## config.mk

```make
export PLATFORM = sky130hd
export DESIGN_NAME = sdh_datapath_cfg
export DESIGN_NICKNAME = d
export VERILOG_FILES = /design/src/common/sdh_pkg.sv /design/src/sdh_datapath_cfg.sv /design/src/sdh_sync.sv /design/src/sdh_cmd_shift.sv
export SDC_FILE = /design/constraint.sdc
export NUM_CORES = 1
export LEC_CHECK = 0
export ABC_AREA = 1
export BUFFER_PORTS_ARGS = -buffer_cell sky130_fd_sc_hd__buf_2
export CAP_MARGIN = 10
export CELL_PAD_IN_SITES_DETAIL_PLACEMENT = 1
export CELL_PAD_IN_SITES_GLOBAL_PLACEMENT = 1
export CORE_AREA = 2 2 218 220
export CTS_CLUSTER_SIZE = 30
export DETAILED_ROUTE_END_ITERATION = 12
export DIE_AREA = 0 0 220 222
export HOLD_SLACK_MARGIN = 0.06
export PLACE_DENSITY_LB_ADDON = 0.1
export REMOVE_ABC_BUFFERS = 1
export SYNTH_ARGS = -nofsm -noshare
export SYNTH_HDL_FRONTEND = slang
export SYNTH_SLANG_ARGS = --single-unit
```

## constraint.sdc

```tcl
create_clock -name mclk -period 5.45 [get_ports mclk]
set_input_delay 0.545 -clock mclk [delete_from_list [all_inputs] [get_ports mclk]]
set_output_delay 0.545 -clock mclk [all_outputs]
set_load 0.01 [all_outputs]
```

## src/common/sdh_pkg.sv

```systemverilog
/*
 * Constants and carrier types of the card host data path block:
 * offsets, field positions, reset values, codes, states.
 * Assumes a 32-bit APB bus and eight card data lanes.
 */
package sdh_pkg;

	// Register byte offsets
	localparam logic [11:0] SDH_OFF_CFG = 12'h010; // Card interface configuration
	localparam logic [11:0] SDH_OFF_DCTL = 12'h014; // Data path control
	localparam logic [11:0] SDH_OFF_ARG = 12'h018; // Command argument
	localparam logic [11:0] SDH_OFF_CMD = 12'h01c; // Command index, write launches
	localparam logic [11:0] SDH_OFF_ISTS = 12'h040; // Sticky event status, write one to clear
	localparam logic [11:0] SDH_OFF_IMSK = 12'h044; // Event mask, one passes the event

	// Configuration field positions
	localparam int SDH_CFG_BS_LSB = 0; // Block size exponent, 4 bits
	localparam int SDH_CFG_EN_BIT = 5; // Global enable
	localparam int SDH_CFG_RX_LSB = 6; // Receive word size, 2 bits
	localparam int SDH_CFG_TX_LSB = 8; // Transmit word size, 2 bits
	localparam int SDH_CFG_W_LSB = 12; // Data bus width, 2 bits

	// Data path control field positions
	localparam int SDH_DCTL_DIR_BIT = 0; // Zero reads the card, one writes it
	localparam int SDH_DCTL_GO_BIT = 1; // Data path go
	localparam int SDH_DCTL_SIZE_LSB = 16; // Byte count, 16 bits

	// Event bit positions in status and mask
	localparam int SDH_EV_CMD = 0; // Command frame sent
	localparam int SDH_EV_DATA = 1; // Data transfer complete
	localparam int SDH_EV_BLK = 2; // One block finished
	localparam int SDH_EV_N = 3;

	// Reset values
	localparam logic [31:0] SDH_RST_ARG = 32'h0000_0000;
	localparam logic [1:0] SDH_RST_CODE2 = 2'h0;
	localparam logic [3:0] SDH_RST_BS = 4'h0;
	localparam logic [15:0] SDH_RST_SIZE = 16'h0000;
	localparam logic [5:0] SDH_RST_IDX = 6'h00;
	localparam logic [SDH_EV_N-1:0] SDH_RST_EV = 3'h0;

	// Data bus width codes
	localparam logic [1:0] SDH_W1 = 2'h0;
	localparam logic [1:0] SDH_W4 = 2'h1;
	localparam logic [1:0] SDH_W8 = 2'h2;

	// FIFO word size codes
	localparam logic [1:0] SDH_SZ8 = 2'h0;
	localparam logic [1:0] SDH_SZ16 = 2'h1;
	localparam logic [1:0] SDH_SZ32 = 2'h2;
	localparam logic [1:0] SDH_SZ64 = 2'h3;

	// Command frame layout
	localparam int SDH_FRAME_BITS = 48; // Start, direction, index, argument, check, end
	localparam logic [6:0] SDH_CRC_POLY = 7'h09; // x^7 + x^3 + 1
	localparam logic [1:0] SDH_FRAME_HEAD = 2'h1; // Start bit zero, host direction one
	localparam logic SDH_FRAME_END = 1'b1;

	// Data path states, Gray along idle, start, run
	typedef enum logic [1:0] {
		SDH_DIDLE = 2'b00,
		SDH_DSTART = 2'b01,
		SDH_DRUN = 2'b11
	} sdh_dstate_t;

	// APB request as one carrier
	typedef struct packed {
		logic psel;
		logic penable;
		logic pwrite;
		logic [11:0] paddr;
		logic [31:0] pwdata;
	} sdh_apb_req_t;

	// APB answer
	typedef struct packed {
		logic pready;
		logic [31:0] prdata;
		logic pslverr;
	} sdh_apb_rsp_t;

	// State of the command shifter
	typedef struct packed {
		logic [SDH_FRAME_BITS-1:0] sh;
		logic [5:0] cnt;
		logic busy;
		logic out;
		logic oe;
		logic done;
	} sdh_cmd_st_t;

endpackage

```

## src/sdh_datapath_cfg.sv

```systemverilog
/*
 * Card host configuration and data path: APB registers, command launch,
 * byte transfer on 1, 4 or 8 lanes in block chunks, a remaining-byte count,
 * sticky events on one interrupt.
 * Assumes a card clock far slower than mclk and a FIFO side that sinks every
 * received word at once (no receive back-pressure).
 */
// Implementation choice: the APB interface to the registers.
`timescale 1ns/100ps
// Operation
// - Data bus width 1, 4 or 8
// - Transmit side accepts sized words
// - Receive side delivers sized words
// - Enable zero holds interface inoperative
// - Block length is two to exponent
// - Long transfers split into block chunks
// - Exact byte count, then completion event
// - Size field reads remaining bytes
// - Go bit starts; direction picks read/write
// - Argument sent with next command
// - Argument reads back as written
// - Command write launches command frame
module sdh_datapath_cfg (
	// Clock and reset
	input wire logic mclk,
	input wire logic sys_rst,
	// APB slave
	input wire sdh_pkg::sdh_apb_req_t apbReq,
	output sdh_pkg::sdh_apb_rsp_t apbRsp,
	// Interrupt
	output logic irq,
	// Card pins
	input wire logic cardClk,
	input wire logic cmdIn,
	output logic cmdOut,
	output logic cmdOe,
	input wire logic [7:0] datIn,
	output logic [7:0] datOut,
	output logic [7:0] datOe,
	// Transmit FIFO side
	input wire logic [63:0] txData,
	input wire logic txValid,
	output logic txReady,
	// Receive FIFO side
	output logic [63:0] rxData,
	output logic rxValid
);
	import sdh_pkg::*;

	// Whole module state
	typedef struct packed {
		sdh_apb_rsp_t rsp;
		logic [1:0] width;
		logic [1:0] txSize;
		logic [1:0] rxSize;
		logic enable;
		logic [3:0] blkExp;
		logic [15:0] remain;
		logic go;
		logic dir;
		logic [31:0] arg;
		logic [5:0] cmdIdx;
		logic cmdLoad;
		logic cmdIssued;
		logic [SDH_EV_N-1:0] evSts;
		logic [SDH_EV_N-1:0] evMsk;
		logic irq;
		sdh_dstate_t dstate;
		logic clkPrev;
		logic [7:0] byteSh;
		logic [3:0] sliceCnt;
		logic [15:0] blkCnt;
		logic [63:0] txWord;
		logic [3:0] txLeft;
		logic txReady;
		logic [63:0] rxWord;
		logic [3:0] rxCnt;
		logic rxValid;
		logic [63:0] rxData;
		logic [7:0] datOut;
		logic [7:0] datOe;
	} sdh_st_t;

	sdh_st_t st_r; // Registered state
	sdh_st_t st_nxt; // Next state
	logic [9:0] pinSync; // Synchronised card clock, command and data lines
	logic cmdBusy; // Command frame in flight
	logic cmdDone; // Command frame finished, one cycle
	logic linkEdge; // Rising card clock edge, one cycle

	// Slices of one byte per card clock edge for a width code
	function automatic logic [3:0] slicesPerByte(input logic [1:0] w);
		unique case (w)
			SDH_W4: return 4'h2;
			SDH_W8: return 4'h1;
			default: return 4'h8; // Width one; reserved code falls back to it
		endcase
	endfunction

	// Lanes driven for a width code
	function automatic logic [7:0] laneMask(input logic [1:0] w);
		unique case (w)
			SDH_W4: return 8'h0f;
			SDH_W8: return 8'hff;
			default: return 8'h01;
		endcase
	endfunction

	// Bytes in one FIFO word for a size code
	function automatic logic [3:0] wordBytes(input logic [1:0] s);
		unique case (s)
			SDH_SZ16: return 4'h2;
			SDH_SZ32: return 4'h4;
			SDH_SZ64: return 4'h8;
			default: return 4'h1;
		endcase
	endfunction

	// Top slice of a byte placed on the low lanes
	function automatic logic [7:0] topSlice(input logic [7:0] b, input logic [1:0] w);
		unique case (w)
			SDH_W4: return {4'h0, b[7:4]};
			SDH_W8: return b;
			default: return {7'h00, b[7]};
		endcase
	endfunction

	// Shift the byte left by one slice
	function automatic logic [7:0] shiftOut(input logic [7:0] b, input logic [1:0] w);
		unique case (w)
			SDH_W4: return {b[3:0], 4'h0};
			SDH_W8: return 8'h00;
			default: return {b[6:0], 1'b0};
		endcase
	endfunction

	// Shift one sampled slice into the byte
	function automatic logic [7:0] shiftIn(input logic [7:0] b, input logic [7:0] d,
			input logic [1:0] w);
		unique case (w)
			SDH_W4: return {b[3:0], d[3:0]};
			SDH_W8: return d;
			default: return {b[6:0], d[0]};
		endcase
	endfunction

	// Pin synchroniser: clock, command and data lines
	sdh_sync #(
		.WIDTH(10)
	) uSync (
		.mclk(mclk),
		.sys_rst(sys_rst),
		.asyncIn({cardClk, cmdIn, datIn}),
		.syncOut(pinSync)
	);

	assign linkEdge = pinSync[9] & ~st_r.clkPrev;

	// Command frame sender
	sdh_cmd_shift uCmd (
		.mclk(mclk),
		.sys_rst(sys_rst),
		.enable(st_r.enable),
		.load(st_r.cmdLoad),
		.cmdIndex(st_r.cmdIdx),
		.cmdArg(st_r.arg),
		.linkEdge(linkEdge),
		.cmdOut(cmdOut),
		.cmdOe(cmdOe),
		.busy(cmdBusy),
		.done(cmdDone)
	);

	// Register access, launch, data path and events
	always_comb begin
		logic acc;
		logic wr;
		logic [31:0] wd;
		logic [SDH_EV_N-1:0] evSet;
		logic [SDH_EV_N-1:0] evClr;
		logic [15:0] blkLen;
		logic [7:0] curByte;
		logic byteDone;
		acc = apbReq.psel & apbReq.penable & st_r.rsp.pready;
		wr = acc & apbReq.pwrite;
		wd = apbReq.pwdata;
		evSet = '0;
		evClr = '0;
		blkLen = 16'h0001 << st_r.blkExp;
		curByte = st_r.byteSh;
		byteDone = 1'b0;
		st_nxt = st_r;
		st_nxt.clkPrev = pinSync[9];
		st_nxt.cmdLoad = 1'b0;
		st_nxt.rxValid = 1'b0;
		st_nxt.rsp.pready = 1'b0;
		st_nxt.rsp.pslverr = 1'b0;

		// APB answer one cycle into the access phase
		if (apbReq.psel && apbReq.penable && !st_r.rsp.pready) begin
			st_nxt.rsp.pready = 1'b1;
			st_nxt.rsp.prdata = 32'h0000_0000;
			unique case (apbReq.paddr)
				SDH_OFF_CFG: begin
					st_nxt.rsp.prdata[SDH_CFG_W_LSB +: 2] = st_r.width;
					st_nxt.rsp.prdata[SDH_CFG_TX_LSB +: 2] = st_r.txSize;
					st_nxt.rsp.prdata[SDH_CFG_RX_LSB +: 2] = st_r.rxSize;
					st_nxt.rsp.prdata[SDH_CFG_EN_BIT] = st_r.enable;
					st_nxt.rsp.prdata[SDH_CFG_BS_LSB +: 4] = st_r.blkExp;
				end
				SDH_OFF_DCTL: begin
					st_nxt.rsp.prdata[SDH_DCTL_SIZE_LSB +: 16] = st_r.remain;
					st_nxt.rsp.prdata[SDH_DCTL_GO_BIT] = st_r.go;
					st_nxt.rsp.prdata[SDH_DCTL_DIR_BIT] = st_r.dir;
				end
				SDH_OFF_ARG: st_nxt.rsp.prdata = st_r.arg;
				SDH_OFF_CMD: st_nxt.rsp.prdata[5:0] = st_r.cmdIdx;
				SDH_OFF_ISTS: st_nxt.rsp.prdata[SDH_EV_N-1:0] = st_r.evSts;
				SDH_OFF_IMSK: st_nxt.rsp.prdata[SDH_EV_N-1:0] = st_r.evMsk;
				default: st_nxt.rsp.pslverr = 1'b1; // Unmapped address
			endcase
		end

		// Register writes at the completing edge
		if (wr) begin
			unique case (apbReq.paddr)
				SDH_OFF_CFG: begin
					st_nxt.width = wd[SDH_CFG_W_LSB +: 2];
					st_nxt.txSize = wd[SDH_CFG_TX_LSB +: 2];
					st_nxt.rxSize = wd[SDH_CFG_RX_LSB +: 2];
					st_nxt.enable = wd[SDH_CFG_EN_BIT];
					st_nxt.blkExp = wd[SDH_CFG_BS_LSB +: 4];
				end
				SDH_OFF_DCTL: begin
					// Settings frozen while a transfer runs
					if (st_r.dstate == SDH_DIDLE) begin
						st_nxt.remain = wd[SDH_DCTL_SIZE_LSB +: 16];
						st_nxt.dir = wd[SDH_DCTL_DIR_BIT];
						st_nxt.go = wd[SDH_DCTL_GO_BIT] & st_r.enable;
						st_nxt.cmdIssued = 1'b0;
					end
				end
				SDH_OFF_ARG: st_nxt.arg = wd;
				SDH_OFF_CMD: begin
					st_nxt.cmdIdx = wd[5:0];
					// Launch only when enabled and no frame in flight
					st_nxt.cmdLoad = st_r.enable & ~cmdBusy;
				end
				SDH_OFF_ISTS: evClr = wd[SDH_EV_N-1:0];
				SDH_OFF_IMSK: st_nxt.evMsk = wd[SDH_EV_N-1:0];
				default: ;
			endcase
		end

		// Command end arms the data path
		if (cmdDone) begin
			evSet[SDH_EV_CMD] = 1'b1;
			st_nxt.cmdIssued = 1'b1;
		end

		// Transmit word intake
		if (txValid && st_r.txReady) begin
			st_nxt.txWord = txData;
			st_nxt.txLeft = wordBytes(st_r.txSize);
		end

		// Data path sequencer
		unique case (st_r.dstate)
			SDH_DIDLE: begin
				// Last slice stands one card clock before release
				if (linkEdge) st_nxt.datOe = 8'h00;
				if (st_r.go && st_r.cmdIssued && st_r.enable) begin
					st_nxt.cmdIssued = 1'b0;
					st_nxt.blkCnt = 16'h0000;
					st_nxt.sliceCnt = 4'h0;
					st_nxt.rxCnt = 4'h0;
					if (st_r.remain == 16'h0000) begin
						// Nothing to move: complete at once
						st_nxt.go = 1'b0;
						evSet[SDH_EV_DATA] = 1'b1;
					end else begin
						st_nxt.dstate = SDH_DSTART;
					end
				end
			end
			SDH_DSTART: begin
				if (linkEdge) begin
					if (st_r.dir) begin
						// Start bit on every used lane
						st_nxt.datOut = 8'h00;
						st_nxt.datOe = laneMask(st_r.width);
						st_nxt.dstate = SDH_DRUN;
					end else if (!pinSync[0]) begin
						// Card start bit seen on lane zero
						st_nxt.dstate = SDH_DRUN;
					end
				end
			end
			SDH_DRUN: begin
				if (linkEdge && st_r.dir) begin
					// Write: stall at a byte boundary until a word is held
					if (st_r.sliceCnt != 4'h0 || st_r.txLeft != 4'h0) begin
						if (st_r.sliceCnt == 4'h0) begin
							curByte = st_r.txWord[7:0];
							st_nxt.txWord = {8'h00, st_r.txWord[63:8]};
							st_nxt.txLeft = st_r.txLeft - 4'h1;
							st_nxt.sliceCnt = slicesPerByte(st_r.width) - 4'h1;
						end else begin
							st_nxt.sliceCnt = st_r.sliceCnt - 4'h1;
						end
						st_nxt.datOut = topSlice(curByte, st_r.width);
						st_nxt.byteSh = shiftOut(curByte, st_r.width);
						byteDone = (st_nxt.sliceCnt == 4'h0);
					end
				end else if (linkEdge) begin
					// Read: one slice per edge into the byte
					st_nxt.byteSh = shiftIn(st_r.byteSh, pinSync[7:0], st_r.width);
					st_nxt.sliceCnt = (st_r.sliceCnt == 4'h0) ?
						slicesPerByte(st_r.width) - 4'h1 : st_r.sliceCnt - 4'h1;
					byteDone = (st_nxt.sliceCnt == 4'h0);
					if (byteDone) begin
						st_nxt.rxWord[st_r.rxCnt[2:0]*8 +: 8] = st_nxt.byteSh;
						st_nxt.rxCnt = st_r.rxCnt + 4'h1;
					end
				end
				if (byteDone) begin
					st_nxt.remain = st_r.remain - 16'h0001;
					// Block chunk boundary
					if (st_r.blkCnt == blkLen - 16'h0001) begin
						st_nxt.blkCnt = 16'h0000;
						evSet[SDH_EV_BLK] = 1'b1;
					end else begin
						st_nxt.blkCnt = st_r.blkCnt + 16'h0001;
					end
					if (st_r.remain == 16'h0001) begin
						// Last byte: end transfer and flag completion
						st_nxt.dstate = SDH_DIDLE;
						st_nxt.go = 1'b0;
						evSet[SDH_EV_DATA] = 1'b1;
					end
				end
			end
			default: st_nxt.dstate = SDH_DIDLE;
		endcase

		// Receive word out when full, or partial at the end
		if (st_nxt.rxCnt == wordBytes(st_r.rxSize) ||
				(st_nxt.dstate == SDH_DIDLE && st_nxt.rxCnt != 4'h0)) begin
			st_nxt.rxData = st_nxt.rxWord;
			st_nxt.rxValid = 1'b1;
			st_nxt.rxWord = 64'h0;
			st_nxt.rxCnt = 4'h0;
		end

		// Disabled: stop the data path, keep the count
		if (!st_r.enable) begin
			st_nxt.dstate = SDH_DIDLE;
			st_nxt.datOe = 8'h00;
		end

		// Ask for a word only while a write runs with none held
		st_nxt.txReady = st_r.enable && st_nxt.dstate != SDH_DIDLE && st_r.dir &&
			st_nxt.txLeft == 4'h0 && !(txValid && st_r.txReady);

		// Sticky events: a set in the clearing cycle wins
		st_nxt.evSts = (st_r.evSts & ~evClr) | evSet;
		st_nxt.irq = |(st_nxt.evSts & st_nxt.evMsk);
	end

	// State register with reset values
	always_ff @(posedge mclk) begin
		if (sys_rst) begin
			st_r <= '0;
			st_r.width <= SDH_RST_CODE2;
			st_r.txSize <= SDH_RST_CODE2;
			st_r.rxSize <= SDH_RST_CODE2;
			st_r.blkExp <= SDH_RST_BS;
			st_r.remain <= SDH_RST_SIZE;
			st_r.arg <= SDH_RST_ARG;
			st_r.cmdIdx <= SDH_RST_IDX;
			st_r.evSts <= SDH_RST_EV;
			st_r.evMsk <= SDH_RST_EV;
			st_r.dstate <= SDH_DIDLE;
		end else begin
			st_r <= st_nxt;
		end
	end

	// Outputs straight from the state register
	assign apbRsp = st_r.rsp;
	assign irq = st_r.irq;
	assign datOut = st_r.datOut;
	assign datOe = st_r.datOe;
	assign txReady = st_r.txReady;
	assign rxData = st_r.rxData;
	assign rxValid = st_r.rxValid;

endmodule // sdh_datapath_cfg

```

## src/sdh_sync.sv

```systemverilog
/*
 * Two flip-flop synchroniser for a group of level inputs.
 * Assumes slow levels; bits are not kept coherent.
 */
`timescale 1ns/100ps
module sdh_sync #(
	parameter int WIDTH = 1
) (
	// Clock and reset
	input wire logic mclk,
	input wire logic sys_rst,
	// Asynchronous inputs and their synchronised copies
	input wire logic [WIDTH-1:0] asyncIn,
	output logic [WIDTH-1:0] syncOut
);

	logic [WIDTH-1:0] stage1_r; // First stage, read only by the second
	logic [WIDTH-1:0] stage2_r; // Second stage, safe to use

	// Two stages in series
	always_ff @(posedge mclk) begin
		if (sys_rst) begin
			stage1_r <= '0;
			stage2_r <= '0;
		end else begin
			stage1_r <= asyncIn;
			stage2_r <= stage1_r;
		end
	end

	assign syncOut = stage2_r;

endmodule // sdh_sync

```

## src/sdh_cmd_shift.sv

```systemverilog
/*
 * Command frame shifter: index and argument into a 48-bit frame
 * with its seven-bit check, sent one bit per card clock edge.
 * Assumes at most one edge pulse per card clock period.
 */
`timescale 1ns/100ps
module sdh_cmd_shift (
	// Clock and reset
	input wire logic mclk,
	input wire logic sys_rst,
	// Control from the register side
	input wire logic enable,
	input wire logic load,
	input wire logic [5:0] cmdIndex,
	input wire logic [31:0] cmdArg,
	input wire logic linkEdge,
	// Command line and status
	output logic cmdOut,
	output logic cmdOe,
	output logic busy,
	output logic done
);
	import sdh_pkg::*;

	sdh_cmd_st_t st_r; // All state
	sdh_cmd_st_t st_nxt; // Next state

	// Seven-bit check over the first 40 frame bits
	function automatic logic [6:0] crc7(input logic [39:0] bits);
		logic [6:0] c;
		logic fb;
		c = 7'h00;
		for (int i = 39; i >= 0; i--) begin
			fb = bits[i] ^ c[6];
			c = {c[5:0], 1'b0} ^ (fb ? SDH_CRC_POLY : 7'h00);
		end
		return c;
	endfunction

	// Next-state logic
	always_comb begin
		logic [39:0] head;
		head = {SDH_FRAME_HEAD, cmdIndex, cmdArg};
		st_nxt = st_r;
		st_nxt.done = 1'b0;
		if (!enable) begin
			// Interface held inoperative: drop any frame
			st_nxt.busy = 1'b0;
			st_nxt.oe = 1'b0;
			st_nxt.cnt = '0;
		end else if (load && !st_r.busy) begin
			// Capture the argument as it stands now
			st_nxt.sh = {head, crc7(head), SDH_FRAME_END};
			st_nxt.cnt = 6'(SDH_FRAME_BITS);
			st_nxt.busy = 1'b1;
		end else if (linkEdge && st_r.busy) begin
			if (st_r.cnt != '0) begin
				// Next bit out, most significant first
				st_nxt.out = st_r.sh[SDH_FRAME_BITS-1];
				st_nxt.oe = 1'b1;
				st_nxt.sh = {st_r.sh[SDH_FRAME_BITS-2:0], 1'b0};
				st_nxt.cnt = st_r.cnt - 6'h01;
			end else begin
				// End bit has stood one period: release the line
				st_nxt.oe = 1'b0;
				st_nxt.out = 1'b0;
				st_nxt.busy = 1'b0;
				st_nxt.done = 1'b1;
			end
		end
	end

	// State register
	always_ff @(posedge mclk) begin
		if (sys_rst) begin
			st_r <= '0;
		end else begin
			st_r <= st_nxt;
		end
	end

	assign cmdOut = st_r.out;
	assign cmdOe = st_r.oe;
	assign busy = st_r.busy;
	assign done = st_r.done;

endmodule // sdh_cmd_shift

```

**Yosys cells after proc, flatten, opt, wreduce, memory -nomap -nowiden**

Index checks and enable logic that the tools add are counted.

- Flip-flop bits (word level): 437
- Input port bits: 124
- Output and inout port bits: 119
- Logic and storage cells: 383

- Add/sub/neg operators: 10
- Equal/unequal tests: 30
- Shifts and indexed selects: 3
- Multiplexer cells: 147
- Bitwise gates (word level): 93
- Reduce and logical (&&, ||, !) cells: 59

Operator list:

| cell | number |
|---|---|
| $mux W68 | 8 |
| $xor A7 B7 Y7 | 37 |
| $mux W4 | 51 |
| $mux W58 | 2 |
| $pmux W8 S2 | 6 |
| $mux W16 | 5 |
| $mux W65 | 1 |
| $bwmux W64 | 1 |
| $mux W64 | 1 |
| $shift A8 B34 Y64 const A | 1 |
| $shiftx A8 B34 Y64 | 1 |
| $mux W8 | 7 |
| $mux W55 | 1 |
| $mux W54 | 1 |
| $eq A12 B5 Y1 const B | 4 |
| $pmux W20 S2 | 1 |
| $mux W12 | 3 |
| $mux W18 | 2 |
| $xor A1 B1 Y1 | 36 |
| $mux W34 | 1 |
| $neg A6 Y34 | 1 |
| $mux W32 | 1 |
| $pmux W16 S2 | 1 |
| $sub A16 B1 Y16 const B | 2 |
| other kinds (52) | 167 |

**Depth between registers and ports, before layout**

Gate-level depths: netlist of run 1.

- Word-level depth: 112
- Depth in mapped cells: 28
- Depth with buffers taken out: 28

**Hierarchy**

A second synthesis of run 1 with hierarchy kept.

- Cells, all modules: 3154
- Area total of the unflattened synthesis: 21897.3 um2

Modules (own cells, without submodules):

| module | instances | cells each | area an instance (um2) | sequential area each (um2) |
|---|---|---|---|---|
| sdh_datapath_cfg | 1 | 2458 | 17441.7 | 7086.8 |
| sdh_cmd_shift | 1 | 634 | 3882.5 | 1161.1 |
| sdh_sync | 1 | 62 | 573.0 | 400.4 |

**Worst setup path after synthesis of run 1**

OpenSTA, ideal clock, no wires.

- Path kind: register to register
- Start: register st_r[323] (netlist name)
- End: register st_r, in the netlist rxData[11]
- Library setup time: 0.114 ns
- Data arrival time: 2.532 ns
- Required time: 5.336 ns
- Slack: 2.804 ns
- Cell stages (with the launch flop): 19
- Buffers on the path: 3
- Period minus slack after synthesis: 2.646 ns
- Path through: dfxtp_1 -> inv_1 -> ha_1 -> inv_2 -> o21ai_1 -> nor2_1 -> and3_1 -> buf_4 -> nand2_1 -> a21oi_2 -> nor2_1 -> a31oi_2 -> nand3_1 -> o31ai_1 -> nand4_2 -> buf_4 -> buf_2 -> nand4_1 -> nand2_1

- Word-level cells in the longest chain between the ends: 20
- Elaborated cells on any way between the ends: 41
- Classes of those cells: add/sub (2); eq/ne (3); shift (1); mux (29); reduce/logical (6)

Ends and longest elaborated chain:

| item | RTL line | RTL |
|---|---|---|
| start: declaration | sdh_datapath_cfg.sv:84 | `sdh_st_t st_r;` |
| start signal: assignment | sdh_datapath_cfg.sv:385 | `st_r <= st_nxt;` |
| $eq A2 B2 Y1 / $eq A2 B1 Y1 (equally long branches) | sdh_datapath_cfg.sv:93, sdh_datapath_cfg.sv:140 |  |
| $pmux W4 S2 | sdh_datapath_cfg.sv:93 | `unique case (w)` |
| $mux W4 | sdh_datapath_cfg.sv:303 | `if (st_r.sliceCnt == 4'h0) begin` |
| $mux W4 | sdh_datapath_cfg.sv:302 | `if (st_r.sliceCnt != 4'h0 \|\| st_r.txLeft != 4'h0) begin` |
| $mux W4 | sdh_datapath_cfg.sv:300 | `if (linkEdge && st_r.dir) begin` |
| $mux W4 | sdh_datapath_cfg.sv:268 | `unique case (st_r.dstate)` |
| $sub A4 B1 Y4 | sdh_datapath_cfg.sv:307 | `st_nxt.sliceCnt = slicesPerByte(st_r.width) - 4'h1;` |
| $mux W4 | sdh_datapath_cfg.sv:303 |  |
| [4 not listed] | n/a |  |
| $mux W1 | sdh_datapath_cfg.sv:302 |  |
| $mux W1 | sdh_datapath_cfg.sv:300 |  |
| $mux W1 | sdh_datapath_cfg.sv:268 |  |
| $mux W2 | sdh_datapath_cfg.sv:326 | `if (byteDone) begin` |
| $pmux W2 S3 | sdh_datapath_cfg.sv:268 |  |
| $logic_not A2 Y1 | sdh_datapath_cfg.sv:348 | `(st_nxt.dstate == SDH_DIDLE && st_nxt.rxCnt != 4'h0)) begin` |
| $logic_and A1 B1 Y1 | sdh_datapath_cfg.sv:348 |  |
| $logic_or A1 B1 Y1 | sdh_datapath_cfg.sv:347 | `if (st_nxt.rxCnt == wordBytes(st_r.rxSize) \|\|` |

Several ways; a longest one is shown, not always the timed one. The select of a mux whose other input is x is not followed.
A chain may end at the register's enable or synchronous reset.

**Final worst setup path of run 1**

- Start: register st_r[323] (netlist name)
- End: register st_r[115] (netlist name)

- Word-level cells in the longest chain between the ends: 21
- Elaborated cells on any way between the ends: 42
- Classes of those cells: add/sub (2); eq/ne (3); shift (1); mux (29); reduce/logical (7)

Ends and longest elaborated chain:

| item | RTL line |
|---|---|
| $eq A2 B2 Y1 / $eq A2 B1 Y1 (equally long branches) | sdh_datapath_cfg.sv:93, sdh_datapath_cfg.sv:140 |
| $pmux W4 S2 | sdh_datapath_cfg.sv:93 |
| $mux W4 | sdh_datapath_cfg.sv:303 |
| $mux W4 | sdh_datapath_cfg.sv:302 |
| $mux W4 | sdh_datapath_cfg.sv:300 |
| $mux W4 | sdh_datapath_cfg.sv:268 |
| $sub A4 B1 Y4 | sdh_datapath_cfg.sv:307 |
| $mux W4 | sdh_datapath_cfg.sv:303 |
| [5 not listed] | n/a |
| $mux W1 | sdh_datapath_cfg.sv:300 |
| $mux W1 | sdh_datapath_cfg.sv:268 |
| $mux W2 | sdh_datapath_cfg.sv:326 |
| $pmux W2 S3 | sdh_datapath_cfg.sv:268 |
| $logic_not A2 Y1 | sdh_datapath_cfg.sv:348 |
| $logic_and A1 B1 Y1 | sdh_datapath_cfg.sv:348 |
| $logic_or A1 B1 Y1 | sdh_datapath_cfg.sv:347 |
| $reduce_or A2 Y1 (no source line) | n/a |

Several ways; a longest one is shown, not always the timed one. The select of a mux whose other input is x is not followed.

==> metrics list, run 1 <==
* Clk root buf: sky130_fd_sc_hd__clkbuf_16
- Global-route wire length before repair: 110,600 um
- Leaving out fill and tap cells, the most frequent cell in the layout is sky130_fd_sc_hd__nand2_1.
- After detailed routing, the average wire length per cell comes to 18.41 um.
* Total power divided by cell area: 286.1 nW/um2
- After detailed routing, the number of vias per cell comes to 5.484.
- The worst-case IR drop observed on VDD is 0.2343 mV.
- Number of buffers inserted for hold repair after clock tree synthesis: 0
- Post-layout total power: 0.006732 W
- Warnings from Yosys: 0
* Number of antenna violations at the first check in global routing: 1
- H-tree depth reported by CTS: 2
- After filler insertion, the fill cell instance count of the layout stands at 6,051.
- Commonest cells after routing, fill and taps aside: sky130_fd_sc_hd__nand2_1, sky130_fd_sc_hd__dfxtp_1, sky130_fd_sc_hd__inv_1
- The largest single stage delay on the critical path is 0.59 ns.
* Type of element launching the critical path: flip-flop
- Syn-to-layout area delta: 11.14%
* Residual overflow from global routing: 0
- Counting flops and latches in the post-synthesis netlist gives 430.
- The final-report max-slew violation count was 0.
- For the pin with the worst max-slew slack, the measured transition is 1.050 ns.
* Number of sinks on the clock net: 430
* Critical path capture point type: flip-flop
- Maximum buffer depth of the clock tree: 3
- Number of CTS-inserted buffers: 48
- Summing the sequential cell areas from Yosys gives 40.67% of the chip area.
- Utilization after layout: 50.85%
- Vias in the first global route: 20,843
* Synthesized netlist cell count: 3,044
- On the final layout, the worst clock skew is 0.01447 ns.
- Area of the multi-input gates: 9652 um2
- The die covers 48,840 um2.
- The run finished with clean final reports.
* Final setup violation count: 0
* Crit share post-route: 73.62%
* Final hold violation count: 0
- The min-delay analysis places its worst path in the category primary input to flip-flop.
* Unique cell type count in the Yosys netlist: 56
* Max transition margin: 29.92%
* Final weighted congestion of routability-driven global placement: 0.8662
- Final Routed Wirelength: 68,880 um
- DRC viols: 0
- Once detail routing completed, the nets flagged for antenna violations numbered 0.
- The cell that appears most often on the critical path is sky130_fd_sc_hd__nor2_1.
- Number of nets in the layout: 3,236
* Iteration-0 DRC count of the detailed router: 1,174
* Cell-by-cell listing of the critical path: inv_1 > ha_1 > inv_2 > o21ai_1 > nor2_1 > and3_1 > nand2_1 > a21oi_2 > nor2_1 > a31oi_2 > nand4_1 > nand4_2 > nand3_2 > buf_4 > nor2_1
- Antenna Diode Count: 0
- Top_reg_cell synth: sky130_fd_sc_hd__dfxtp_1
- Starting density of the core: 45.76%
- Count of max-cap constraint violations: 0
- Worst Setup Slack, final: 1.438 ns
* Minimum setup slack after placement: 1.442 ns
* CP max-delay cell: sky130_fd_sc_hd__nand3_2
- Counting tap cells, the placed design contains a total of 3,652 instances.
- Number of enable flip-flop cells after synthesis: 0
* Leakage power figure: 10.05 nW
- 1st-pass router iterations: 5
- The HPWL after detailed placement is 49,770 um.
* Synth Area per Inst: 6.954 um2
* Total number of placement rows: 79
* GRT Resource Usage Total: 28.03%
- Minimum clock period after layout: 4.012 ns
* I/O pins: 243
- Setup repair after global routing left no endpoint under its margin.
* Ys async rst share: 0%
* Number of cells upsized or downsized after cts: 0
- In this run the vertical extent of the chip is 222 um.
* Routed via count: 20,516
- The region available for standard cell placement spans 46,260 um2.
- Clock latency on the worst-skew pair: 0.59 ns
* # Post-CTS Setup Buffers: 0
- Post-synthesis instance area: 21,170 um2
* Biggest fanout along the worst timing path: 35
- Count of placed standard cells in the final layout, fillers left out: 3,741
- Clock transition time at the flip-flop clock pins of the worst setup and hold paths: 0.06 ns
* FF+latch area: 8608 um2
- Timing would allow up to 249.3 MHz.
- At the worst endpoint, the required time is 5.97 ns.
- STA puts the critical path data arrival time at 4.53 ns.
* Die outline width: 220 um
- Fraction of final layout cells with drive strength greater than 1: 12.28%
* IO Port Bufs: 241
- Entering global routing, the biggest net connects 113 pins.
* CP Class: flip-flop to flip-flop
- TritonCTS built the clock tree.
-- critical path, delay by kind of cell (launching register included) --
family / cells / cell delay [ns]
AND/OR/NAND/NOR: 8 / 1.71
buffers and inverters: 3 / 0.86
adder cells (fa/ha/maj): 1 / 0.39
AO/OA/AOI/OAI: 3 / 0.56
flip-flops: 1 / 0.39
-- logic make-up (layout without fill, tap and decap cells) --
logic type                 count (synthesis)  after routing  share of synthesized area [%]
and+or+nand+nor                         1278           1278                          25.76
buffers and inverters                    650            740                          13.81
AOI/OAI and AO/OA                        636            636                          17.38
DFF                                      430            430                          40.67
xor gates and xnor gates                  32             32                          1.324
adders and majority gates                 17             17                          1.005
muxes                                      1              1                        0.04729
-- stage by stage --
| stage | hold WS [ns] | instance area (um2) | setup TNS (ns) |
|---|---|---|---|
| 2_1_floorplan | 0.3883 | 19670 | -44.74 |
| 3_3_place_gp | 0.3944 | 21900 | 0 |
| 3_5_place_dp | 0.4007 | 21900 | 0 |
| 4_1_cts | 0.1364 | 23530 | 0 |
| 5_1_grt | 0.1522 | 23530 | 0 |
| 6_report | 0.1624 | 23530 | 0 |
-- synthesized netlist by cell type, drive strengths merged, types with 2 or more instances --
library cell  number  area share (%)
a2111oi            2           0.083
a211oi            59             2.1
a21oi            176             4.2
a221oi            25             1.0
a22oi              2           0.071
a311oi            20            0.83
a31oi             23            0.71
buf              153             5.0
clkbuf           117             2.1
clkinv             4           0.071
dfxtp            430              41
ha                17             1.0
inv              376             6.7
nand2            612              11
nand3            165             4.0
nand3b            27            0.96
nand4             85             2.5
nor2             337             6.0
nor3              30            0.71
nor3b              2           0.071
nor4               7            0.21
o211a              4            0.19
o211ai             7            0.25
o21a               2           0.071
o21ai            286             6.8
o221ai             6            0.25
o22ai             11            0.33
o31ai              5            0.18
or2               10            0.30
or3                2           0.059
xnor2              8            0.33
xor2              24            0.99
-- power breakdown --
| group | switching [W] | internal, W | total [W] |
|---|---|---|---|
| clock network | 0.00137 | 0.00200 | 0.00336 |
| logic | 0.000136 | 0.0000619 | 0.000198 |
| registers | 0.00000977 | 0.00316 | 0.00317 |
| total | 0.00151 | 0.00522 | 0.00673 |
-- path summary, 6_finish.rpt --
kind                                          end  cells after the start               from  slack, ns
worst max-delay path                    st_r[115]                     15          st_r[323]       1.44
worst min-delay path            uSync.stage1_r[0]                      3           datIn[0]       0.16
worst max register to register          st_r[115]                     15          st_r[323]       1.44
worst min register to register   uSync.syncOut[1]                      2  uSync.stage1_r[1]       0.40
-- routing by layer --
metal  GRT usage, %  routed length, um
met1          37.82              32020
met2          46.38              32160
met3          4.198               2848
met4          7.751               1839
met5              0                 12
-- final cells by class --
type	instances	share of cell area [%]
clock buffers	67	5.834
clock inverters	22	1.085
inverters	380	6.084
multi-input cells	1964	41.03
flip-flops and latches	430	36.59
well taps	607	3.228
repair buffers	271	6.148
-- registers in the layout, summed over array words and instances, names as in the netlist, 3 cells and up --
name	count
apbRsp	34
datOe	3
datOut	8
rxData	64
st_r	242
uCmd.st_r	54
uSync.stage1_r	9
uSync.syncOut	9
Note: power is estimated with default switching activity, not from simulation.
==> run 2: changes to the inputs <==
- CORE_AREA: 2 2 218 220 -> 2 2 240 242
- DIE_AREA: 0 0 220 222 -> 0 0 242 244
- clock period: 5.45 -> 3.51 ns (I/O delays scaled with it)
==> metrics list, run 2 (same netlist as run 1, synthesis figures left out) <==
- Clock transition time at the flip-flop clock pins of the worst setup and hold paths: 0.06 ns
- For the worst setup path, the data arrival time is 3.75 ns.
- In this run the core area contains 87 standard-cell rows.
- Across the run, the number of max-cap violations was 0.
- Maximum buffer depth of the clock tree: 3
* Endpoint required time on the critical path: 4.04 ns
- Fraction of final layout cells with drive strength greater than 1: 13.00%
- The library cell used most frequently in the layout, excluding fill and tap cells, is sky130_fd_sc_hd__nand2_1.
* Max Transition Viols Final: 0
- Crit share post-route: 91.77%
- Total core area: 56,170 um2
- Final Routed Wirelength: 71,560 um
- 1st-pass router iterations: 5
- Global routing consumed, over all layers together, 23.80% of the routing resources.
- Worst Setup Slack, final: 0.2888 ns
- For this run, the slowest stage of the critical path takes 0.38 ns.
* Fmax: 310.4 MHz
* Routed length per instance: 18.00 um
- Clock latency on the worst-skew pair: 0.60 ns
- The worst-case IR drop observed on VDD is 0.3354 mV.
- Minimum clock period after layout: 3.221 ns
- Post-detailed-route via-to-cell ratio: 5.215
- Number of antenna violations at the first check in global routing: 3
- Number of nets in the layout: 3,318
* Crit path buffers/inverters: 4
- Setup repair after global routing left no endpoint under its margin.
- Setup violations remaining at the end of the flow were counted as 0.
- For the final routed database, the setup TNS stands at 0 ns.
- In this run the number of H-tree levels came out at 2.
* Critical path capture point type: flip-flop
* Vias in the first global route: 21,037
* Die outline width: 242 um
* DRC viols: 0
- The kind of cell with the highest combined delay along the critical path is simple AND/OR/NAND/NOR gates.
* Commonest cells after routing, fill and taps aside: sky130_fd_sc_hd__nand2_1, sky130_fd_sc_hd__dfxtp_1, sky130_fd_sc_hd__inv_1
- Type of the most critical hold path: primary input to flip-flop
- Clock skew on the completed layout was measured at 0.01233 ns.
* IO Port Bufs: 241
- The register with the most flip-flops in the final layout is st_r.
- CP max-delay cell: sky130_fd_sc_hd__buf_4
- For this run the aggregate overflow at the end of global routing stands at 0.
* Type of element launching the critical path: flip-flop
* HPWL Detailed: 51,270 um
- The register with the most flip-flops in the layout has 242 of them.
* Starting density of the core: 37.68%
* Number of CTS-inserted buffers: 50
* Max transition margin: 33.24%
- For the pin with the worst max-slew slack, the measured transition is 1.000 ns.
- TritonCTS clock tree: built
- Syn-to-layout area delta: 16.52%
- Cells fill 43.91% of the core in the end.
- The critical path is of the flip-flop to flip-flop type.
* Status: completed
* Full die area: 59,050 um2
- In this run the worst path has a maximum fanout of 34.
- Summed over all cells, the static leakage comes to 10.49 nW.
- Iteration-0 DRC count of the detailed router: 917
- Once detail routing completed, the nets flagged for antenna violations numbered 0.
- The root buffer cell chosen for the clock tree is sky130_fd_sc_hd__clkbuf_16.
- I/O pins: 243
- The signal on the critical path passes through inv_1 > ha_1 > inv_2 > o21ai_1 > nor2_1 > and3_1 > buf_4 > nand2_1 > a21oi_2 > nor2_1 > a31oi_2 > nand4_1 > nand4_2 > buf_4 > nand4_1 > nand2_1.
* Final weighted congestion of routability-driven global placement: 0.8760
- Global-route wire length before repair: 114,600 um
- The count of endpoints failing hold in the final timing report came to 0.
- Die Ht: 244 um
- The clock net in this run drives a total of 430 sinks.
- Entering global routing, the biggest net connects 89 pins.
* Minimum setup slack after placement: 0.1576 ns
- Final hold analysis gives a worst-case slack of 0.08514 ns.
- Total power divided by cell area: 442.9 nW/um2
- Detailed routing inserted a total of 20,731 vias.
run 2: cell count changes in the layout (fill, tap and decap cells not counted), sizes merged:
cell | before | now
buf | 271 | 298
bufinv | 5 | 7
clkbuf | 67 | 76
clkinv | 17 | 8
diode | 0 | 3
dlygate4sd3 | 0 | 52
inv | 378 | 379
run 2: power breakdown:
part	switching (W)	internal, W
clock network	0.00216	0.00347
logic	0.000228	0.000140
registers	0.0000134	0.00491
total	0.00240	0.00852
run 2: final timing paths:
kind / startpoint / endpoint / slack [ns] / depth (start not counted)
worst max-delay path: st_r[323] / rxData[45] / 0.29 / 16
worst min-delay path: apbReq[27] / st_r[291] / 0.09 / 3
worst max register to register: st_r[323] / rxData[45] / 0.29 / 16
worst min register to register: uSync.stage1_r[1] / uSync.syncOut[1] / 0.40 / 2
run 2: final cells by class:
type / instances / area, um2
antenna: 3 / 7.507
tap: 756 / 945.9
multi-input combinational: 1964 / 9652
clock inverter: 16 / 279.0
fill: 7203 / 31510
sequential: 430 / 8610
clock buffer: 75 / 1506
inverter: 380 / 1431
timing repair buffer: 351 / 2231
run 2: worst register-to-register path: stages, from the launching register on:
cell and delay, ns:
sky130_fd_sc_hd__dfxtp_1 0.36, sky130_fd_sc_hd__inv_1 0.12, sky130_fd_sc_hd__ha_1 0.35, sky130_fd_sc_hd__inv_2 0.07, sky130_fd_sc_hd__o21ai_1 0.10, sky130_fd_sc_hd__nor2_1 0.10, sky130_fd_sc_hd__and3_1 0.25, sky130_fd_sc_hd__buf_4 0.18
sky130_fd_sc_hd__nand2_1 0.07, sky130_fd_sc_hd__a21oi_2 0.17, sky130_fd_sc_hd__nor2_1 0.07, sky130_fd_sc_hd__a31oi_2 0.23, sky130_fd_sc_hd__nand4_1 0.22, sky130_fd_sc_hd__nand4_2 0.23, sky130_fd_sc_hd__buf_4 0.38, sky130_fd_sc_hd__nand4_1 0.17
sky130_fd_sc_hd__nand2_1 0.11
run 2: timing repair:
| action | 4_1_cts | 5_1_grt |
|---|---|---|
| hold buffers | 52 | 0 |
| gates resized for setup | 0 | 6 |
| hold endpoints to repair | 59 | 0 |
| buffers inserted | 0 | 0 |
| setup endpoints to repair | 0 | 128 |
run 2: routing by layer:
metal	routed length, um	global-route usage, %	share of wire (%)	up-vias
met5	0	0	0	-
met4	2324	8.351	3.2	0
met3	3025	3.665	4.2	135
met2	32890	39.22	46	393
met1	33320	31.69	47	10047
li1	-	-	-	10156
run 2: metrics by stage:
stage / cells / total power [W] / cell area (um2)
after global placement: 3828 / 0.005344 / 22310
after CTS: 3971 / 0.01106 / 24610
after detailed placement: 3828 / 0.005348 / 22310
after global routing: 3975 / 0.01132 / 24660
after floorplan: 2774 / 0.005136 / 19670
final: 3975 / 0.01092 / 24660
